**src/include/acr_pkg.sv**
```systemverilog
package acr_pkg;
    localparam int          ACR_AW            = 5;
    localparam logic [4:0]  OFF_PORT_CONTROL  = 5'h00;
    localparam logic [4:0]  OFF_RX_QUEUE      = 5'h00;
    localparam logic [4:0]  OFF_TX_QUEUE      = 5'h04;
    localparam logic [4:0]  OFF_CLOCK_CHECK   = 5'h14;
    localparam logic [4:0]  OFF_ERR_ENABLE    = 5'h18;
    localparam logic [4:0]  OFF_ERR_PENDING   = 5'h1C;
    localparam int          POS_BYTE_ORDER    = 31;
    localparam int          POS_SLAVE_IDENTIFIER_HI       = 28;
    localparam int          POS_SLAVE_IDENTIFIER_LO       = 24;
    localparam int          POS_TXUDC_HI      = 21;
    localparam int          POS_TXUDC_LO      = 18;
    localparam int          POS_TX_EN         = 16;
    localparam int          POS_SHARED        = 14;
    localparam int          POS_RXUDC_HI      = 5;
    localparam int          POS_RXUDC_LO      = 2;
    localparam int          POS_RX_EN         = 0;
    localparam logic [31:0] CTRL_WMASK        = 32'h9F3D403D;
    localparam logic [31:0] CTRL_RESET        = 32'h00004000;
    localparam logic [4:0]  NULL_SLAVE        = 5'h1F;
    localparam logic [3:0]  UDC_MAX           = 4'hB;
    localparam logic [6:0]  STD_CELL_BYTES    = 7'h35;
    localparam logic [31:0] CDR_WMASK         = 32'h00FF00FF;
    localparam logic [31:0] ERR_WMASK         = 32'hFFFFFFFF;
    localparam logic [31:0] ZERO_WORD         = 32'h00000000;
endpackage

```
**src/hw/acr_lane_swap.sv**
```systemverilog
`timescale 1ns/100ps
module acr_lane_swap
    import acr_pkg::*;
(
    input  wire logic        big_endian,
    input  wire logic [31:0] din,
    output logic      [31:0] dout
);
    // Big-endian swaps byte lanes so first wire byte lands in bits 31-24
    always_comb
    begin
        if (big_endian)
        begin
            dout = {din[7:0], din[15:8], din[23:16], din[31:24]};
        end
        else
        begin
            dout = din;
        end
    end
endmodule

```
**src/hw/acr_ctrl_regs.sv**
```systemverilog
`timescale 1ns/100ps
// What this block does
// - Bit 31 picks little or big endian
// - Bits 28-24 hold slave id for address match
// - Slave id ignored in single-PHY mode
// - Id 1Fh is null, never matches
// - Tx header field zero gives 53-byte cells
// - Tx values 1-11 add header, 54-64 bytes
// - Tx enable low holds transmitter in reset
// - Tx enable high releases transmitter
// - Bit 14 selects single or multi PHY
// - Multi-PHY selected after reset
// - Reserved bits read zero, writes ignored
// - Rx queue read 0000, tx queue write 0004
// - Decode control, clock, error enable, pending offsets
// - Bit 0 enables receiver, low holds reset
// - Soft reset idles engines, keeps registers
// - Bits 5-2 hold rx extra header length
module acr_ctrl_regs
    import acr_pkg::*;
#(
    parameter int AW = ACR_AW
)
(
    input  wire logic          mclk,
    input  wire logic          arst_n,
    input  wire logic          cfg_sel,
    input  wire logic          cfg_wr,
    input  wire logic          cfg_rd,
    input  wire logic [AW-1:0] cfg_addr,
    input  wire logic [31:0]   cfg_wdata,
    output logic      [31:0]   cfg_rdata,
    output logic               cfg_rvalid,
    output logic               cfg_err,
    input  wire logic          host_wr,
    input  wire logic [31:0]   host_wdata,
    input  wire logic          dp_wr,
    input  wire logic          dp_rd,
    input  wire logic [AW-1:0] dp_addr,
    input  wire logic [31:0]   dp_wdata,
    output logic      [31:0]   dp_rdata,
    output logic               dp_rvalid,
    output logic               dp_err,
    input  wire logic [31:0]   rx_word,
    output logic               rx_word_take,
    output logic      [31:0]   tx_word,
    output logic               tx_word_load,
    input  wire logic [4:0]    phy_addr,
    output logic               addr_match,
    output logic               byte_order_select,
    output logic               shared_bus_mode,
    output logic               tx_section_enable,
    output logic               rx_section_enable,
    output logic               tx_rst,
    output logic               rx_rst,
    output logic      [6:0]    tx_cell_bytes,
    output logic      [6:0]    rx_cell_bytes,
    output logic      [3:0]    tx_extra_header_len,
    output logic      [3:0]    rx_extra_header_len,
    output logic               tx_udc_bad
);
    // Offsets decode on five bits, so a narrower bus cannot reach the map
    if (AW < 5)
    begin
        $error("AW too narrow for the register map");
    end

    logic [31:0] port_control_reg;
    logic [31:0] clock_presence_check_reg;
    logic [31:0] error_irq_enable_reg;
    logic [31:0] error_irq_pending_reg;
    logic [31:0] rx_swapped;
    logic [31:0] tx_swapped;
    logic [4:0]  cfg_off;
    logic [4:0]  dp_off;
    logic [3:0]  tx_len;
    logic [3:0]  rx_len;

    assign cfg_off = cfg_addr[4:0];
    assign dp_off  = dp_addr[4:0];
    assign tx_len  = port_control_reg[POS_TXUDC_HI:POS_TXUDC_LO];
    assign rx_len  = port_control_reg[POS_RXUDC_HI:POS_RXUDC_LO];

    // Host port write wins a same-cycle clash; it is the rarer agent
    always_ff @(posedge mclk or negedge arst_n)
    begin
        if (!arst_n)
        begin
            port_control_reg <= CTRL_RESET;
        end
        else if (host_wr)
        begin
            port_control_reg <= host_wdata & CTRL_WMASK;
        end
        else if (cfg_sel && cfg_wr && cfg_off == OFF_PORT_CONTROL)
        begin
            port_control_reg <= cfg_wdata & CTRL_WMASK;
        end
    end

    always_ff @(posedge mclk or negedge arst_n)
    begin
        if (!arst_n)
        begin
            clock_presence_check_reg <= ZERO_WORD;
            error_irq_enable_reg     <= ZERO_WORD;
            error_irq_pending_reg    <= ZERO_WORD;
        end
        else if (cfg_sel && cfg_wr)
        begin
            if (cfg_off == OFF_CLOCK_CHECK)
            begin
                clock_presence_check_reg <= cfg_wdata & CDR_WMASK;
            end
            if (cfg_off == OFF_ERR_ENABLE)
            begin
                error_irq_enable_reg <= cfg_wdata & ERR_WMASK;
            end
            if (cfg_off == OFF_ERR_PENDING)
            begin
                // Pending layout is outside this block; write-one clears
                error_irq_pending_reg <= error_irq_pending_reg & ~cfg_wdata;
            end
        end
    end

    // Unmapped offsets answer zero with an error flag
    always_ff @(posedge mclk or negedge arst_n)
    begin
        if (!arst_n)
        begin
            cfg_rdata  <= ZERO_WORD;
            cfg_rvalid <= 1'b0;
            cfg_err    <= 1'b0;
        end
        else
        begin
            cfg_rvalid <= cfg_sel && cfg_rd;
            cfg_err    <= 1'b0;
            cfg_rdata  <= ZERO_WORD;
            if (cfg_sel && cfg_rd)
            begin
                unique case (cfg_off)
                    OFF_PORT_CONTROL: cfg_rdata <= port_control_reg;
                    OFF_CLOCK_CHECK:  cfg_rdata <= clock_presence_check_reg;
                    OFF_ERR_ENABLE:   cfg_rdata <= error_irq_enable_reg;
                    OFF_ERR_PENDING:  cfg_rdata <= error_irq_pending_reg;
                    default:          cfg_err   <= 1'b1;
                endcase
            end
        end
    end

    acr_lane_swap u_rx_swap
    (
        .big_endian (port_control_reg[POS_BYTE_ORDER]),
        .din        (rx_word),
        .dout       (rx_swapped)
    );

    acr_lane_swap u_tx_swap
    (
        .big_endian (port_control_reg[POS_BYTE_ORDER]),
        .din        (dp_wdata),
        .dout       (tx_swapped)
    );

    // Data port: rx queue read-only, tx queue write-only
    always_ff @(posedge mclk or negedge arst_n)
    begin
        if (!arst_n)
        begin
            dp_rdata     <= ZERO_WORD;
            dp_rvalid    <= 1'b0;
            dp_err       <= 1'b0;
            rx_word_take <= 1'b0;
            tx_word      <= ZERO_WORD;
            tx_word_load <= 1'b0;
        end
        else
        begin
            dp_rvalid    <= dp_rd;
            dp_rdata     <= ZERO_WORD;
            rx_word_take <= 1'b0;
            tx_word_load <= 1'b0;
            dp_err       <= (dp_rd && dp_off != OFF_RX_QUEUE)
                          || (dp_wr && dp_off != OFF_TX_QUEUE);
            if (dp_rd && dp_off == OFF_RX_QUEUE)
            begin
                dp_rdata     <= rx_swapped;
                rx_word_take <= 1'b1;
            end
            // Words to a held transmitter are dropped, not queued
            if (dp_wr && dp_off == OFF_TX_QUEUE && port_control_reg[POS_TX_EN])
            begin
                tx_word      <= tx_swapped;
                tx_word_load <= 1'b1;
            end
        end
    end

    // Outputs registered; one cycle after the control word changes
    always_ff @(posedge mclk or negedge arst_n)
    begin
        if (!arst_n)
        begin
            byte_order_select   <= 1'b0;
            shared_bus_mode     <= 1'b1;
            tx_section_enable   <= 1'b0;
            rx_section_enable   <= 1'b0;
            tx_rst              <= 1'b1;
            rx_rst              <= 1'b1;
            tx_extra_header_len <= 4'h0;
            rx_extra_header_len <= 4'h0;
            tx_cell_bytes       <= STD_CELL_BYTES;
            rx_cell_bytes       <= STD_CELL_BYTES;
            tx_udc_bad          <= 1'b0;
            addr_match          <= 1'b0;
        end
        else
        begin
            byte_order_select   <= port_control_reg[POS_BYTE_ORDER];
            shared_bus_mode     <= port_control_reg[POS_SHARED];
            tx_section_enable   <= port_control_reg[POS_TX_EN];
            rx_section_enable   <= port_control_reg[POS_RX_EN];
            // Soft reset touches only the engines, never these registers
            tx_rst              <= !port_control_reg[POS_TX_EN];
            rx_rst              <= !port_control_reg[POS_RX_EN];
            tx_extra_header_len <= tx_len;
            rx_extra_header_len <= rx_len;
            // Reserved codes are clamped to standard cells as a safe fallback
            tx_cell_bytes       <= (tx_len > UDC_MAX) ? STD_CELL_BYTES
                                 : STD_CELL_BYTES + {3'h0, tx_len};
            rx_cell_bytes       <= (rx_len > UDC_MAX) ? STD_CELL_BYTES
                                 : STD_CELL_BYTES + {3'h0, rx_len};
            tx_udc_bad          <= tx_len > UDC_MAX;
            if (!port_control_reg[POS_SHARED])
            begin
                addr_match <= 1'b1;
            end
            else
            begin
                addr_match <= phy_addr != NULL_SLAVE
                    && phy_addr == port_control_reg[POS_SLAVE_IDENTIFIER_HI:POS_SLAVE_IDENTIFIER_LO];
            end
        end
    end

    reserved_zero_a: assert property (@(posedge mclk) disable iff (!arst_n)
        (port_control_reg & ~CTRL_WMASK) == ZERO_WORD)
        else $error("reserved control bit set");

    ctrl_write_a: assert property (@(posedge mclk) disable iff (!arst_n)
        cfg_sel && cfg_wr && cfg_off == OFF_PORT_CONTROL && !host_wr
        |=> port_control_reg == ($past(cfg_wdata) & CTRL_WMASK))
        else $error("control write not taken next edge");

    host_write_a: assert property (@(posedge mclk) disable iff (!arst_n)
        host_wr |=> port_control_reg == ($past(host_wdata) & CTRL_WMASK))
        else $error("host control write not taken");

    soft_keep_a: assert property (@(posedge mclk) disable iff (!arst_n)
        !host_wr && !(cfg_sel && cfg_wr && cfg_off == OFF_PORT_CONTROL)
        |=> $stable(port_control_reg))
        else $error("control word changed without a write");

    tx_hold_a: assert property (@(posedge mclk) disable iff (!arst_n)
        !port_control_reg[POS_TX_EN] |=> tx_rst && !tx_section_enable)
        else $error("transmitter not held in reset");

    tx_release_a: assert property (@(posedge mclk) disable iff (!arst_n)
        $rose(port_control_reg[POS_TX_EN]) |=> !tx_rst)
        else $error("transmitter not released");

    tx_run_a: assert property (@(posedge mclk) disable iff (!arst_n)
        port_control_reg[POS_TX_EN] |=> tx_section_enable && !tx_rst)
        else $error("transmitter not enabled");

    tx_drop_a: assert property (@(posedge mclk) disable iff (!arst_n)
        dp_wr && !port_control_reg[POS_TX_EN] |=> !tx_word_load)
        else $error("word loaded into held transmitter");

    rx_hold_a: assert property (@(posedge mclk) disable iff (!arst_n)
        !port_control_reg[POS_RX_EN] |=> rx_rst)
        else $error("receiver not held in reset");

    rx_release_a: assert property (@(posedge mclk) disable iff (!arst_n)
        port_control_reg[POS_RX_EN] |=> !rx_rst && rx_section_enable)
        else $error("receiver not released");

    std_cell_a: assert property (@(posedge mclk) disable iff (!arst_n)
        tx_len == 4'h0 |=> tx_cell_bytes == 7'h35)
        else $error("standard cell not 53 bytes");

    udc_cell_a: assert property (@(posedge mclk) disable iff (!arst_n)
        tx_len == UDC_MAX |=> tx_cell_bytes == 7'h40)
        else $error("longest cell not 64 bytes");

    udc_range_a: assert property (@(posedge mclk) disable iff (!arst_n)
        tx_len != 4'h0 && tx_len <= UDC_MAX
        |=> tx_cell_bytes > 7'h35 && tx_cell_bytes <= 7'h40)
        else $error("extended cell length out of range");

    rx_std_cell_a: assert property (@(posedge mclk) disable iff (!arst_n)
        rx_len == 4'h0 |=> rx_cell_bytes == 7'h35)
        else $error("standard receive cell not 53 bytes");

    null_slave_a: assert property (@(posedge mclk) disable iff (!arst_n)
        port_control_reg[POS_SHARED] && phy_addr == 5'h1F |=> !addr_match)
        else $error("null address matched");

    single_phy_a: assert property (@(posedge mclk) disable iff (!arst_n)
        !port_control_reg[POS_SHARED] |=> addr_match)
        else $error("slave id used in single mode");

    slave_match_a: assert property (@(posedge mclk) disable iff (!arst_n)
        port_control_reg[POS_SHARED] && phy_addr != 5'h1F
        && phy_addr == port_control_reg[POS_SLAVE_IDENTIFIER_HI:POS_SLAVE_IDENTIFIER_LO] |=> addr_match)
        else $error("own slave address not matched");

    shared_mode_a: assert property (@(posedge mclk) disable iff (!arst_n)
        1'b1 |=> shared_bus_mode == $past(port_control_reg[POS_SHARED]))
        else $error("bus mode output wrong");

    byte_order_a: assert property (@(posedge mclk) disable iff (!arst_n)
        1'b1 |=> byte_order_select == $past(port_control_reg[POS_BYTE_ORDER]))
        else $error("byte order output wrong");

    endian_swap_a: assert property (@(posedge mclk) disable iff (!arst_n)
        dp_rd && dp_off == OFF_RX_QUEUE && port_control_reg[POS_BYTE_ORDER]
        |=> dp_rdata[7:0] == $past(rx_word[31:24]))
        else $error("big-endian lane order wrong");

    tx_lanes_a: assert property (@(posedge mclk) disable iff (!arst_n)
        dp_wr && dp_off == OFF_TX_QUEUE && port_control_reg[POS_TX_EN]
        && !port_control_reg[POS_BYTE_ORDER]
        |=> tx_word_load && tx_word == $past(dp_wdata))
        else $error("little-endian word altered");

    rx_queue_ro_a: assert property (@(posedge mclk) disable iff (!arst_n)
        dp_wr && dp_off == OFF_RX_QUEUE |=> dp_err && !tx_word_load)
        else $error("write to receive queue accepted");

    cfg_read_a: assert property (@(posedge mclk) disable iff (!arst_n)
        cfg_sel && cfg_rd && cfg_off == OFF_CLOCK_CHECK
        |=> cfg_rvalid && !cfg_err && cfg_rdata == $past(clock_presence_check_reg))
        else $error("clock check read wrong");

    cfg_unmap_a: assert property (@(posedge mclk) disable iff (!arst_n)
        cfg_sel && cfg_rd && cfg_off == 5'h08 |=> cfg_err && cfg_rdata == ZERO_WORD)
        else $error("unmapped read not flagged");
endmodule

```
**config.mk**
```make
export PLATFORM = sky130hd
export DESIGN_NAME = acr_ctrl_regs
export DESIGN_NICKNAME = d
export VERILOG_FILES = /design/src/include/acr_pkg.sv /design/src/hw/acr_lane_swap.sv /design/src/hw/acr_ctrl_regs.sv
export SDC_FILE = /design/constraint.sdc
export NUM_CORES = 1
export LEC_CHECK = 0
export BUFFER_PORTS_ARGS = -buffer_cell sky130_fd_sc_hd__clkbuf_2
export CAP_MARGIN = 20
export CORE_ASPECT_RATIO = 0.6
export CORE_UTILIZATION = 55
export CTS_CLUSTER_DIAMETER = 60
export DETAILED_ROUTE_END_ITERATION = 8
export HOLD_SLACK_MARGIN = 0.08
export PLACE_DENSITY_LB_ADDON = 0.08
export REMOVE_ABC_BUFFERS = 1
export SETUP_SLACK_MARGIN = 0.4
export SYNTH_ARGS = -nofsm -noshare
export SYNTH_HDL_FRONTEND = slang
export SYNTH_SLANG_ARGS = --single-unit
```
**constraint.sdc**
```tcl
create_clock -name mclk -period 2.4 [get_ports mclk]
set_input_delay 0.24 -clock mclk [delete_from_list [all_inputs] [get_ports mclk]]
set_output_delay 0.24 -clock mclk [all_outputs]
set_load 0.02 [all_outputs]
```
==> impl_results.md <==
- Status: complete, no violations
- Arrival @ worst endpoint: roughly 2.2 ns
- Max IR drop VDD: approximately 0.00048 V
- First-pass GRT wire length: a little over 40 mm
- Post-synthesis instance area: just under 0.01 mm2
- # IOs: 283
- Hold Crit Endpoint: addr_match$_DFF_PN0_
- Commonest non-fill, non-tap cell in the layout: clkbuf_2
- EDFF count, synth: 0
- Max cap viols: 0
- PD cells: ~710 mW/mm2
- Ys flop type: dfrtp_1
- # DRC: 0
- Post-synthesis sequential area ratio: between 50% and 60%
- Synth warnings: 0
- Total routed wirelength: 24.9 mm
- # clock sinks: ~230
- Row Count: 37
- FMAX: around 540 MHz
- Drt pass-1 iters: 5
- Layout cells sized above 1: between 40 and 50%
- Overall power: 0.00922 W
- Min-Delay Path Class: in2reg
- TritonCTS clock tree: built
- Cells on worst reg2reg path: 4
- Largest net degree at the start of global routing: between 60 and 70
- Full die area: roughly 0.018 mm2
- Syn_area_per_cell: between 10 and 15 um2
- CP Launch Type: primary input
- Reg-to-Reg Start: port_control_reg[31]$_DFFE_PN0P_
- Area occupied by multi-input gates: ~0.0036 mm2
- Crit path required time: approximately 2.8 ns
- Mapped Cells: approximately 700
- WS Path Type: in2reg
- Routed Antenna Nets: 0
- Initial antenna violation count: 0
- DR WL/cell: around 19 um
- Vias/cell: 5.55
- Hold Fails Final Rpt: 0
- Clk slew on worst S/H paths: 0.07 ns
- Netlist cell types: between 40 and 50
- CTS Buf Count: 22
- Beginning of the worst hold path: phy_addr[0]
- Number of diodes: 0
- Worst Path Max Fanout: 3
- Storage cell area: between 0.005 and 0.006 mm2
- Min cycle time layout: 1.86 ns
- Most frequent cells in the layout: clkbuf_2 (266), dfrtp_1 (216), dlygate4sd3_1 (105), mux2_2 (104), nor2_1 (61)
- # port buffers: 267
- Filler Cells Inserted: between 1000 and 1500
- Clock Path Buffers: 3
- Fin crit share: 77.4%
- CTS H-tree depth: 1
- Slew Limit Fails: 0
- Starting density of the core: ~56%
- Root Buffer: clkbuf_16
- RSZ-0062 raised after global routing: false
- Pleak: about 6.5 nW
- Hpwl dp: 15.8 mm
- Core area: around 0.017 mm2
- Die H: between 100 and 150 um
- WHS Path Cells: 4
- Slew margin rel.: between 50% and 60%
- Detailed router's first-iteration violation count: between 400 and 500
- Grt ovf: 0
- Synthesis-to-layout area growth: 35.5%
- Layout Cells excl Fill: between 1000 and 1500
- Synth Register Bits: 229
- Via count: roughly 7300
- Final Wtd Congestion: ~0.87
- Worst Tran Pin Value: between 0.7 and 0.8 ns
- Final-report setup violation count: 0
- Share of async-settable or async-resettable flops after synthesis: 100%
- Die X: 173 um
- GRT Util Overall: 28.0%
- Crit end category: flop
- Post-Place Cells: roughly 1200
- Worst Skew: approximately 0.014 ns
- Number of global-route vias before repair: between 7000 and 8000
- Critical R2R Capture: dp_rdata[19]$_DFF_PN0_
- Fin nets: roughly 1200
- Reg2Reg Setup Slack: 0.61 ns
- Worst-Skew Late Latency: roughly 0.50 ns
[per-stage QoR]
step | utilization [%] | hold slack, ns | instance area [um2] | setup TNS [ns] | setup slack, ns
3_5_place_dp | 65.7 | 0.231 | 11300 | 0 | 0.313
3_3_place_gp | 65.7 | 0.221 | 11300 | 0 | 0.359
4_1_cts | 76.1 | 0.0827 | 13000 | 0 | 0.630
6_report | 76.1 | 0.103 | 13000 | 0 | 0.543
5_1_grt | 76.1 | 0.116 | 13000 | 0 | 0.513
2_1_floorplan | - | -0.0556 | 9350 | -21.54 | -0.432
[per-layer routing]
metal | global-route usage [%] | share of wire, % | vias up
li1 | - | - | 3277
met1 | 38.8 | 44 | 3709
met2 | 46.7 | 49 | 311
met3 | 4.61 | 5.9 | 36
met4 | 6.45 | 1.3 | 0
met5 | 0 | 0 | -
[cell families (layout without fill, tap and decap cells)]
logic type | count (synthesis) | count (layout) | share of synthesized area [%]
adders and majority gates | 2 | 2 | 0.260
AOI/OAI and AO/OA | 124 | 124 | 9.07
and+or+nand+nor | 108 | 108 | 5.95
buffers and inverters | 52 | 441 | 2.99
DFF | 229 | 229 | 59.7
muxes | 178 | 178 | 21.5
xor gates and xnor gates | 6 | 6 | 0.546
[critical path: stages]
cell and delay, ns:
dlygate4sd3_1 0.54, clkbuf_2 0.12, nor2_1 0.08, dlygate4sd3_1 0.57, a2bb2oi_1 0.07, dlygate4sd3_1 0.60
[what timing repair did]
item | CTS | global route
endpoints found under the hold margin | 193 | 0
setup buffers | 0 | 0
hold buffers | 105 | 0
resized for setup | 0 | 0
[how the worst max path moves through the flow]
stage | start | end
5_1_grt | dp_wr | dp_err$_DFF_PN0_
4_1_cts | dp_wr | dp_err$_DFF_PN0_
3_3_place_gp | cfg_addr[4] | error_irq_enable_reg[31]$_DFFE_PN0P_
6_report | dp_wr | dp_err$_DFF_PN0_
3_5_place_dp | cfg_addr[4] | error_irq_enable_reg[31]$_DFFE_PN0P_
2_1_floorplan | cfg_addr[0] | error_irq_enable_reg[0]$_DFFE_PN0P_
[power by group]
group / internal (W) / total (W) / switching, W
clock network: 0.00202 / 0.00344 / 0.00142
logic: 0.000722 / 0.00145 / 0.000724
registers: 0.00416 / 0.00433 / 0.000170
total: 0.00691 / 0.00922 / 0.00231
[final cells by class]
| cell class | instances | share of cell area, % |
|---|---|---|
| Clock inverter | 6 | 0.451 |
| Multi-Input combinational cell | 418 | 27.5 |
| Sequential cell | 229 | 44.1 |
| Timing Repair Buffer | 395 | 20.4 |
| Tap cell | 234 | 2.25 |
| Clock buffer | 34 | 5.12 |
| Inverter | 6 | 0.173 |
[cells in the mapped netlist, types with 2 or more instances]
library cell	count	area share [%]
buf_12	3	0.62
inv_1	5	0.20
and4_1	2	0.18
dfrtp_1	217	56
nand2_1	5	0.20
nor2_1	61	2.4
mux2i_1	43	4.5
a31oi_1	17	1.1
xnor2_1	6	0.55
nor2b_1	3	0.20
mux2_2	104	12
nor3_2	2	0.21
a21oi_1	13	0.68
clkbuf_1	22	0.86
ha_1	2	0.26
a32oi_1	21	1.9
buf_2	17	0.88
a21boi_0	33	2.6
nor3b_1	2	0.16
nand3_1	11	0.57
and2_1	6	0.39
nand4_1	2	0.13
o21ai_0	21	1.1
buf_6	3	0.35
dfstp_2	12	3.3
and3_1	2	0.13
mux2_4	30	4.7
a2bb2oi_1	17	1.5
Power figures use the tool's default switching activity.
